`config.mk`:
```
export PLATFORM = sky130hd
export DESIGN_NAME = wfg_waveform_generator
export DESIGN_NICKNAME = d
export VERILOG_FILES = /design/src/include/wfg_pkg.sv /design/src/hw/wfg_deadtime.sv /design/src/hw/wfg_sync.sv /design/src/hw/wfg_waveform_generator.sv
export VERILOG_INCLUDE_DIRS = /design/src /design/src/include
export SDC_FILE = /design/constraint.sdc
export NUM_CORES = 1
export LEC_CHECK = 0
export ABC_AREA = 0
export CAP_MARGIN = 20
export CORE_ASPECT_RATIO = 1.2
export CORE_MARGIN = 1
export CORE_UTILIZATION = 55
export DETAILED_ROUTE_END_ITERATION = 10
export DONT_BUFFER_PORTS = 1
export PLACE_DENSITY = 0.8
export SETUP_SLACK_MARGIN = 0.1
export SKIP_CTS_REPAIR_TIMING = 1
export SYNTH_ARGS = -nofsm -noshare
export SYNTH_HDL_FRONTEND = slang
export SYNTH_SLANG_ARGS = --single-unit
export TNS_END_PERCENT = 100
```
`constraint.sdc`:
```
create_clock -name core_clk -period 3.67 [get_ports core_clk]
set_clock_uncertainty 0.1 [all_clocks]
set_input_delay 0.1835 -clock core_clk [delete_from_list [all_inputs] [get_ports core_clk]]
set_output_delay 0.1835 -clock core_clk [all_outputs]
set_load 0.02 [all_outputs]
```
`src/include/wfg_params.svh`:
```
// widths, reset values, field positions and timing counts of the generator
//
// Functional notes
// - three synchronized channels share carrier, dead-time and mode
// - modes 0,1 count up/down centered; modes 2,3 count up edge-aligned
// - dead-time keeps a channel's two outputs from asserting together
// - each pin is general output or pwm; asserted level selectable
// - external or software disable forces pwm-selected outputs to deasserted level
// - valid fault input event raises interrupt and disables outputs
// - active-high asserted drives 1; active-low asserted drives 0
// - counter stopped: compares load half a state time after write
// - buffers transfer at reload match; mode 1 compare/output control also at 1; mode 3 event
// - mode 3 reload follows capture/compare channel 0 or 2 events
// - sync bit is unbuffered; 1 syncs pin updates, 0 updates at once
// - reads of reload, compare, output control return buffers
// - 16-bit timebase counter clocked each oscillator period, readable
// - control holds two mode bits, count enable; reports direction
// - count of zero stops counter; running count stays 1..reload
// - centered: stopped reload write copies straight into count
// - centered: down to 1, hold a state time, up, reload at peak
// - edge-aligned: stopped reload write loads count with one
// - edge-aligned: up to reload, restart at 1 taking new reload
// - mode 3 capture/compare event restarts counter at 1 early
// - control bits 0 to 9 hold the ten-bit dead-time value
// - direction bit reads 1 counting up, 0 counting down
// - centered: assert from up start, drop at compare, back on down
// - edge: drop at compare match, reassert at restart to 1
`ifndef WFG_PARAMS_SVH
`define WFG_PARAMS_SVH

`define WFG_CNT_W 16
`define WFG_NUM_CH 3
`define WFG_DT_W 10
`define WFG_PINS 6

`define WFG_CTRL_DT_LSB 0
`define WFG_CTRL_EC_BIT 10
`define WFG_CTRL_MODE_LSB 11

`define WFG_COUNT_RST 16'h0000
`define WFG_RELOAD_RST 16'h0000
`define WFG_COMPARE_RST 16'h0000

`define WFG_CLK_PERIOD_PS 5000
`define WFG_STATE_TIME_PS 10000
`define WFG_STATE_CYC \
    ((`WFG_STATE_TIME_PS + `WFG_CLK_PERIOD_PS - 1) / `WFG_CLK_PERIOD_PS)

`endif

```
`src/include/wfg_pkg.sv`:
```
// types shared by the waveform generator modules
`include "wfg_params.svh"
`default_nettype none

package wfg_pkg;

    typedef enum logic [1:0] {
        WFG_MODE_CTR0 = 2'b00,
        WFG_MODE_CTR1 = 2'b01,
        WFG_MODE_EDGE2 = 2'b10,
        WFG_MODE_EDGE3 = 2'b11
    } wfg_mode_t;

    typedef enum logic [1:0] {
        WFG_PH_DOWN = 2'b00,
        WFG_PH_HOLD = 2'b01,
        WFG_PH_UP = 2'b10
    } wfg_phase_t;

    // bits 12:11 mode, bit 10 count enable, bits 9:0 dead-time
    typedef struct packed {
        wfg_mode_t mode;
        logic count_enable;
        logic [`WFG_DT_W-1:0] dead_time;
    } wfg_ctrl_t;

    typedef struct packed {
        logic sync;
        logic active_low;
        logic [`WFG_PINS-1:0] pwm_sel;
        logic [`WFG_PINS-1:0] gpio_level;
    } wfg_outctl_t;

    typedef struct packed {
        logic hi;
        logic lo;
    } wfg_pair_t;

endpackage : wfg_pkg

`default_nettype wire

```
`src/hw/wfg_deadtime.sv`:
```
// dead-time insertion for one complementary output pair
`include "wfg_params.svh"
`default_nettype none

module wfg_deadtime (
    input wire logic core_clk,
    input wire logic rst_n,
    input wire logic raw,
    input wire logic [`WFG_DT_W-1:0] dead_time,
    output wfg_pkg::wfg_pair_t pair
);
    import wfg_pkg::*;

    logic last_ff;
    logic [`WFG_DT_W-1:0] gap_ff;
    logic settled;

    // a side turns on only once raw has been stable past the gap
    assign settled = (raw == last_ff) && (gap_ff == '0);

    always_ff @(posedge core_clk or negedge rst_n) begin
        if (!rst_n) begin
            last_ff <= 1'b0;
            gap_ff <= '0;
        end else begin
            last_ff <= raw;
            if (raw != last_ff) begin
                gap_ff <= dead_time;
            end else if (gap_ff != '0) begin
                gap_ff <= gap_ff - 1'b1;
            end
        end
    end

    always_ff @(posedge core_clk or negedge rst_n) begin
        if (!rst_n) begin
            pair <= '0;
        end else begin
            pair.hi <= raw & settled;
            pair.lo <= ~raw & settled;
        end
    end

endmodule : wfg_deadtime

`default_nettype wire

```
`src/hw/wfg_sync.sv`:
```
// two-flop synchroniser for one level from outside the clock domain
`default_nettype none

module wfg_sync (
    input wire logic core_clk,
    input wire logic rst_n,
    input wire logic async_in,
    output logic sync_out
);

    logic meta_ff;

    always_ff @(posedge core_clk or negedge rst_n) begin
        if (!rst_n) begin
            meta_ff <= 1'b0;
            sync_out <= 1'b0;
        end else begin
            meta_ff <= async_in;
            sync_out <= meta_ff;
        end
    end

endmodule : wfg_sync

`default_nettype wire

```
`src/hw/wfg_waveform_generator.sv`:
```
// three-phase waveform generator: timebase, buffers, channels, pins
`include "wfg_params.svh"
`default_nettype none

module wfg_waveform_generator #(
    parameter int NUM_CH = `WFG_NUM_CH,
    parameter int STATE_CYC = `WFG_STATE_CYC
) (
    input wire logic core_clk,
    input wire logic rst_n,
    input wire logic ctrl_wr,
    input wire wfg_pkg::wfg_ctrl_t ctrl_wdata,
    input wire logic reload_wr,
    input wire logic [`WFG_CNT_W-1:0] reload_wdata,
    input wire logic [NUM_CH-1:0] compare_wr,
    input wire logic [`WFG_CNT_W-1:0] compare_wdata,
    input wire logic outctl_wr,
    input wire wfg_pkg::wfg_outctl_t outctl_wdata,
    input wire logic capture_compare_channel_zero,
    input wire logic capture_compare_channel_two,
    input wire logic peripheral_function_enable_zero,
    input wire logic peripheral_function_enable_two,
    input wire logic external_fault_input,
    input wire logic fault_detect_en,
    input wire logic sw_disable,
    input wire logic disable_clear,
    output wire logic [2*NUM_CH-1:0] pwm_pin,
    output logic [`WFG_CNT_W-1:0] timebase_count,
    output logic count_dir,
    output wfg_pkg::wfg_ctrl_t ctrl_q,
    output logic [`WFG_CNT_W-1:0] reload_buf_q,
    output wire logic [NUM_CH-1:0][`WFG_CNT_W-1:0] compare_buf_q,
    output wfg_pkg::wfg_outctl_t outctl_buf_q,
    output logic fault_irq,
    output logic outputs_disabled
);
    import wfg_pkg::*;

    localparam int CW = `WFG_CNT_W;
    localparam logic [CW-1:0] ONE = {{(CW-1){1'b0}}, 1'b1};

    generate
        if (NUM_CH != `WFG_NUM_CH) begin : g_bad_ch
            $error("channel count must match the pin layout");
        end
        if (STATE_CYC < 1 || STATE_CYC > 16) begin : g_bad_state
            $error("state time must be 1 to 16 cycles");
        end
    endgenerate

    // active registers hidden behind the buffers, plus phase, hold and fault delay state
    logic [CW-1:0] reload_act_ff;
    wfg_outctl_t oc_act_ff;
    wfg_phase_t phase_ff;
    logic [3:0] hold_ff;
    logic fault_d_ff;

    wfg_mode_t mode;
    logic center;
    logic stopped;
    logic pfe_event;
    logic early;
    logic at_peak;
    logic at_valley;
    logic upd_pt;
    logic fault_s;
    logic fault_valid;

    assign mode = ctrl_q.mode;
    // high mode bit picks edge-aligned counting
    assign center = ~mode[1];

    // counter idles when disabled or holding zero
    assign stopped = ~ctrl_q.count_enable
        | (timebase_count == '0);

    assign pfe_event =
        (capture_compare_channel_zero & peripheral_function_enable_zero)
        | (capture_compare_channel_two
        & peripheral_function_enable_two);

    assign early = ~stopped & (mode == WFG_MODE_EDGE3)
        & pfe_event;

    assign at_peak = ~stopped & (timebase_count == reload_act_ff)
        & (~center | (phase_ff == WFG_PH_UP)
        | ((phase_ff == WFG_PH_HOLD) && (hold_ff == '0)));

    assign at_valley = ~stopped & center & (phase_ff == WFG_PH_DOWN)
        & (timebase_count == ONE);

    // update points for compare and output control
    assign upd_pt = at_peak | early
        | ((mode == WFG_MODE_CTR1) & at_valley);

    // software-visible buffers
    always_ff @(posedge core_clk or negedge rst_n) begin
        if (!rst_n) begin
            ctrl_q <= '0;
        end else if (ctrl_wr) begin
            ctrl_q <= ctrl_wdata;
        end
    end

    always_ff @(posedge core_clk or negedge rst_n) begin
        if (!rst_n) begin
            reload_buf_q <= `WFG_RELOAD_RST;
        end else if (reload_wr) begin
            reload_buf_q <= reload_wdata;
        end
    end

    always_ff @(posedge core_clk or negedge rst_n) begin
        if (!rst_n) begin
            outctl_buf_q <= '0;
        end else if (outctl_wr) begin
            outctl_buf_q <= outctl_wdata;
        end
    end

    // output control: sync bit read live from the buffer
    always_ff @(posedge core_clk or negedge rst_n) begin
        if (!rst_n) begin
            oc_act_ff <= '0;
        end else if (!outctl_buf_q.sync) begin
            oc_act_ff <= outctl_buf_q;
        end else if (upd_pt) begin
            oc_act_ff <= outctl_buf_q;
        end
    end

    // timebase counter
    always_ff @(posedge core_clk or negedge rst_n) begin
        if (!rst_n) begin
            timebase_count <= `WFG_COUNT_RST;
            reload_act_ff <= `WFG_RELOAD_RST;
            phase_ff <= WFG_PH_DOWN;
            hold_ff <= '0;
            count_dir <= 1'b0;
        end else if (stopped) begin
            if (reload_wr) begin
                reload_act_ff <= reload_wdata;
                hold_ff <= '0;
                if (center) begin
                    timebase_count <= reload_wdata;
                    phase_ff <= WFG_PH_DOWN;
                    count_dir <= 1'b0;
                end else begin
                    timebase_count <= ONE;
                    phase_ff <= WFG_PH_UP;
                    count_dir <= 1'b1;
                end
            end
        end else if (!center) begin
            count_dir <= 1'b1;
            phase_ff <= WFG_PH_UP;
            if (at_peak || early) begin
                timebase_count <= ONE;
                reload_act_ff <= reload_buf_q;
            end else begin
                timebase_count <= timebase_count + ONE;
            end
        end else if (at_peak) begin
            timebase_count <= reload_buf_q;
            reload_act_ff <= reload_buf_q;
            phase_ff <= WFG_PH_DOWN;
            count_dir <= 1'b0;
        end else begin
            case (phase_ff)
                WFG_PH_DOWN: begin
                    if (at_valley) begin
                        phase_ff <= WFG_PH_HOLD;
                        hold_ff <= 4'(STATE_CYC - 1);
                    end else begin
                        timebase_count <= timebase_count - ONE;
                    end
                end
                WFG_PH_HOLD: begin
                    if (hold_ff == '0) begin
                        phase_ff <= WFG_PH_UP;
                        count_dir <= 1'b1;
                        timebase_count <= timebase_count + ONE;
                    end else begin
                        hold_ff <= hold_ff - 4'h1;
                    end
                end
                WFG_PH_UP: begin
                    timebase_count <= timebase_count + ONE;
                end
                default: begin
                    phase_ff <= WFG_PH_DOWN;
                end
            endcase
        end
    end

    // fault protection
    wfg_sync u_fault_sync (
        .core_clk(core_clk),
        .rst_n(rst_n),
        .async_in(external_fault_input),
        .sync_out(fault_s)
    );

    assign fault_valid = fault_detect_en & fault_s & ~fault_d_ff;

    always_ff @(posedge core_clk or negedge rst_n) begin
        if (!rst_n) begin
            fault_d_ff <= 1'b0;
            fault_irq <= 1'b0;
        end else begin
            fault_d_ff <= fault_s;
            fault_irq <= fault_valid;
        end
    end

    // set beats clear in the same cycle
    always_ff @(posedge core_clk or negedge rst_n) begin
        if (!rst_n) begin
            outputs_disabled <= 1'b0;
        end else if (fault_valid || sw_disable) begin
            outputs_disabled <= 1'b1;
        end else if (disable_clear) begin
            outputs_disabled <= 1'b0;
        end
    end

    // phase channels
    genvar i;
    generate
        for (i = 0; i < NUM_CH; i++) begin : g_ch
            logic [CW-1:0] cmp_buf_ff;
            logic [CW-1:0] cmp_act_ff;
            logic [1:0] pin_ff;
            logic raw;
            logic down;
            wfg_pair_t pair;
            logic [1:0] asserted;
            logic [1:0] sel;

            always_ff @(posedge core_clk or negedge rst_n) begin
                if (!rst_n) begin
                    cmp_buf_ff <= `WFG_COMPARE_RST;
                end else if (compare_wr[i]) begin
                    cmp_buf_ff <= compare_wdata;
                end
            end

            // stopped: follows the buffer one cycle after a write
            always_ff @(posedge core_clk or negedge rst_n) begin
                if (!rst_n) begin
                    cmp_act_ff <= `WFG_COMPARE_RST;
                end else if (stopped || upd_pt) begin
                    cmp_act_ff <= cmp_buf_ff;
                end
            end

            assign compare_buf_q[i] = cmp_buf_ff;

            assign down = center & (phase_ff != WFG_PH_UP);

            // drops at compare going up, returns at compare going down
            assign raw = ~stopped & (down
                ? (timebase_count <= cmp_act_ff)
                : (timebase_count < cmp_act_ff));

            wfg_deadtime u_dt (
                .core_clk(core_clk),
                .rst_n(rst_n),
                .raw(raw),
                .dead_time(ctrl_q.dead_time),
                .pair(pair)
            );

            assign asserted = {pair.lo, pair.hi}
                & {2{~outputs_disabled}};
            assign sel = oc_act_ff.pwm_sel[2*i+1:2*i];

            always_ff @(posedge core_clk or negedge rst_n) begin
                if (!rst_n) begin
                    pin_ff <= '0;
                end else begin
                    pin_ff <= (sel
                        & (asserted ^ {2{oc_act_ff.active_low}}))
                        | (~sel
                        & oc_act_ff.gpio_level[2*i+1:2*i]);
                end
            end

            assign pwm_pin[2*i+1:2*i] = pin_ff;
        end
    endgenerate

endmodule : wfg_waveform_generator

`default_nettype wire

```
==> flow_metrics.py <==
metrics = {
    "worst_hold_path": {
        "hold_path_class": "in -> async",
    },
    "die": {
        "start_util_pct": 56.4,
        "fp-row-count": 60,
        "core_um2": 22500,
        "dieHeight_um": 168,
        "io_pins": 191,
        "dieArea_um2": 23700,
        "die_w_um": 141,
    },
    "status": {
        "status": "finished with violations",
        "violations": "hold timing",
    },
    "logic_synthesis": {
        "syn_area_per_cell_um2": 11.2,
        "synth_seq_area_share_pct": 47.5,
        "synth_seq_cells": 241,
        "syn_inst": 1133,
        "synth-main-ff-cell": "dfrtp_1",
        "synth_nets": 1268,
        "ys_types": 65,
        "ys_warn_count": 0,
        "synth_area_um2": 12700,
        "async_reset_ff_share_pct": 100,
        "synth_edf_count": 0,
    },
    "finish": {
        "stdcell_count": 1548,
        "finalInstanceArea_um2": 15000,
        "nFillCells": 1651,
        "layout_commonest_cell": "dfrtp_1",
        "nNetsFinal": 1389,
        "drive_gt1_share_pct": 21.8,
        "final_util_pct": 66.6,
        "area_growth_pct": 18.2,
        "final_cell_mix": "dfrtp_1, mux2_2, dlygate4sd3_1",
    },
    "detailed_routing": {
        "wl_mm": 31.7,
        "viasPerCell": 6.03,
        "vias": 9328,
        "post_drt_wl_per_cell_um": 20.5,
        "drt-initial-drc-count": 528,
        "drcViolationCount": 0,
        "drt_pass1_iterations": 5,
        "postRouteAntennaNets": 0,
    },
    "setup_path": {
        "crit_path_cell_trace": "inv_1 -> ha_1 -> inv_1 -> nor4_1 -> nor2_1 -> nor4_4 -> nand4b_1 -> nor3b_2 -> buf_4 -> nor2_1 -> a31oi_1",
        "worstPathArrival_ns": 3.55,
        "r2r_slack_ns": 0.44,
        "cp_slowest_stage_delay_ns": 0.44,
        "path_max_fanout": 32,
        "critPathSlowestCell": "nor4_4",
        "crit_required_ns": 4.00,
        "start_kind": "flop",
        "end_kind": "flop",
        "path_class": "reg -> reg",
    },
    "clock_tree": {
        "cts_max_level": 1,
        "clockBufferDepth": 3,
        "cts_root_buffer": "clkbuf_16",
        "clk_pin_slew_ns": 0.06,
        "tritoncts": "done",
        "clock_latency_ns": 0.52,
        "numCtsBuffers": 25,
        "cts_sinks": 241,
    },
    "timing": {
        "grt_setup_unrepaired": "no",
        "period_share_pct": 87.9,
        "period_minus_slack_ns": 3.23,
        "hold-worst-slack_ns": -0.734,
        "max-slew-margin-rel_pct": 34.2,
        "slew_viol_final": 0,
        "fmax_mhz": 310,
        "hold_viol": 241,
        "tightest_slew_ns": 0.984,
        "tns_ns": 0,
        "setup_ws_ns": 0.443,
        "finalSetupViolCount": 0,
    },
    "power": {
        "pwr_density_cell_nw_per_um2": 667,
        "power.total_mw": 10.0,
        "leakagePower_nw": 6.67,
        "peakVddDrop_mv": 0.459,
    },
    "global_route": {
        "grt_max_degree": 242,
        "grt_pass1_vias": 8929,
        "grt_pass1_wl_mm": 46.9,
        "grt_usage_pct": 25.2,
        "grt_overflow": 0,
        "antenna_found_initial": 1,
    },
    "placement": {
        "dpl_cell_area_um2": 13100,
        "port_buffers": 0,
        "hpwl_mm": 21.2,
        "dp.cells": 1392,
        "finalWeightedCongestion": 0.928,
        "dpl_worst_slack_ns": 0.475,
    },
    "flow_run": {
        "max_cap_viol_count": 0,
    },
}
## synthesized netlist by cell type, types with 4 or more instances
| library cell | count | area, um^2 |
|---|---|---|
| nand3_1 | 19 | 95.1 |
| a21o_1 | 19 | 143 |
| o21ai_0 | 47 | 235 |
| dfrtp_1 | 241 | 6030 |
| buf_1 | 5 | 18.8 |
| or2_2 | 5 | 31.3 |
| or4_1 | 11 | 82.6 |
| nor4_1 | 15 | 93.8 |
| nor3b_1 | 7 | 52.6 |
| mux2_4 | 20 | 300 |
| nor2_1 | 67 | 251 |
| or3_1 | 14 | 87.6 |
| a211oi_1 | 5 | 37.5 |
| inv_1 | 66 | 248 |
| a21oi_1 | 45 | 225 |
| nand2_1 | 60 | 225 |
| xor2_1 | 19 | 166 |
| mux2_2 | 161 | 1810 |
| nor3_1 | 30 | 150 |
| o21a_1 | 6 | 45.0 |
| xnor2_1 | 30 | 263 |
| nor2b_1 | 11 | 68.8 |
| clkbuf_1 | 28 | 105 |
| a31oi_1 | 14 | 87.6 |
| buf_6 | 4 | 45.0 |
| and3_1 | 6 | 37.5 |
| nand2b_1 | 10 | 62.6 |
| a211o_1 | 5 | 43.8 |
| o31ai_1 | 4 | 30.0 |
| mux2i_1 | 17 | 170 |
| ha_1 | 60 | 751 |
| buf_2 | 15 | 75.1 |
| nand4_1 | 16 | 100 |
## path summary, 6_finish.rpt
kind	startpoint	end	cells after the start
setup reg to reg	phase_ff[1]	reload_act_ff[11]	11
hold / removal	rst_n	ctrl_q[4]	0
max in group asynchronous	rst_n	reload_act_ff[1]	0
min in group core_clk	reload_wdata[0]	timebase_count[0]	3
setup / recovery	phase_ff[1]	reload_act_ff[11]	11
hold reg to reg	u_fault_sync.meta_ff	u_fault_sync.sync_out	0
## critical path, delay by kind of cell (launching register included)
kind	cells	cell delay, ns
AND/OR/NAND/NOR	6	1.62
buffers and inverters	3	0.57
flip-flops	1	0.39
adder cells (fa/ha/maj)	1	0.28
AO/OA/AOI/OAI	1	0.17
## logic make-up (layout without fill, tap and decap cells)
logic type               count (synthesis)  count (layout)  synth area share [%]
AND/OR/NAND/NOR                        285             285                  11.7
flip-flops                             241             241                  47.5
multiplexers                           198             198                  18.0
AO/OA/AOI/OAI                          177             177                  8.82
buffers and inverters                  120             255                  3.99
adder cells (fa/ha/maj)                 60              60                  5.91
XOR/XNOR                                52              52                  4.03
other                                    0               1                     0
## routing by layer
metal | up-vias | track usage, % | wire, um
met4 | 0 | 8.93 | 842
met3 | 71 | 5.94 | 2180
met2 | 320 | 44.1 | 16400
met5 | - | 0 | 0
li1 | 4279 | - | -
met1 | 4658 | 30.2 | 12300
## layout make-up
type	instances	area (um^2)	share of cell area, %
multi-input combinational	772	6160	41.1
sequential	241	6030	40.2
timing repair buffer	148	1410	9.39
clock buffer	38	764	5.09
tap	279	349	2.33
inverter	66	248	1.65
clock inverter	3	42.5	0.283
antenna	1	2.50	0.0167
## sequential cells by signal, indices dropped and copies added (netlist names), 2 cells and up
name	count
reload_act_ff	16
hold_ff	4
phase_ff	2
g_ch.u_dt.gap_ff	30
timebase_count	16
g_ch.u_dt.pair	6
outctl_buf_q	14
oc_act_ff	7
g_ch.pin_ff	6
g_ch.cmp_act_ff	48
ctrl_q	11
mode	2
g_ch.u_dt.last_ff	3
reload_buf_q	16
g_ch.sel	6
g_ch.cmp_buf_ff	48
## power breakdown
part           total (mW)  switching, mW  internal [mW]  leakage [nW]
Sequential           4.13          0.871           3.26          2.85
Combinational        3.37           1.68           1.69          3.42
Clock                2.50           1.01           1.49         0.396
No activity file was read; power rests on OpenSTA's default activity.
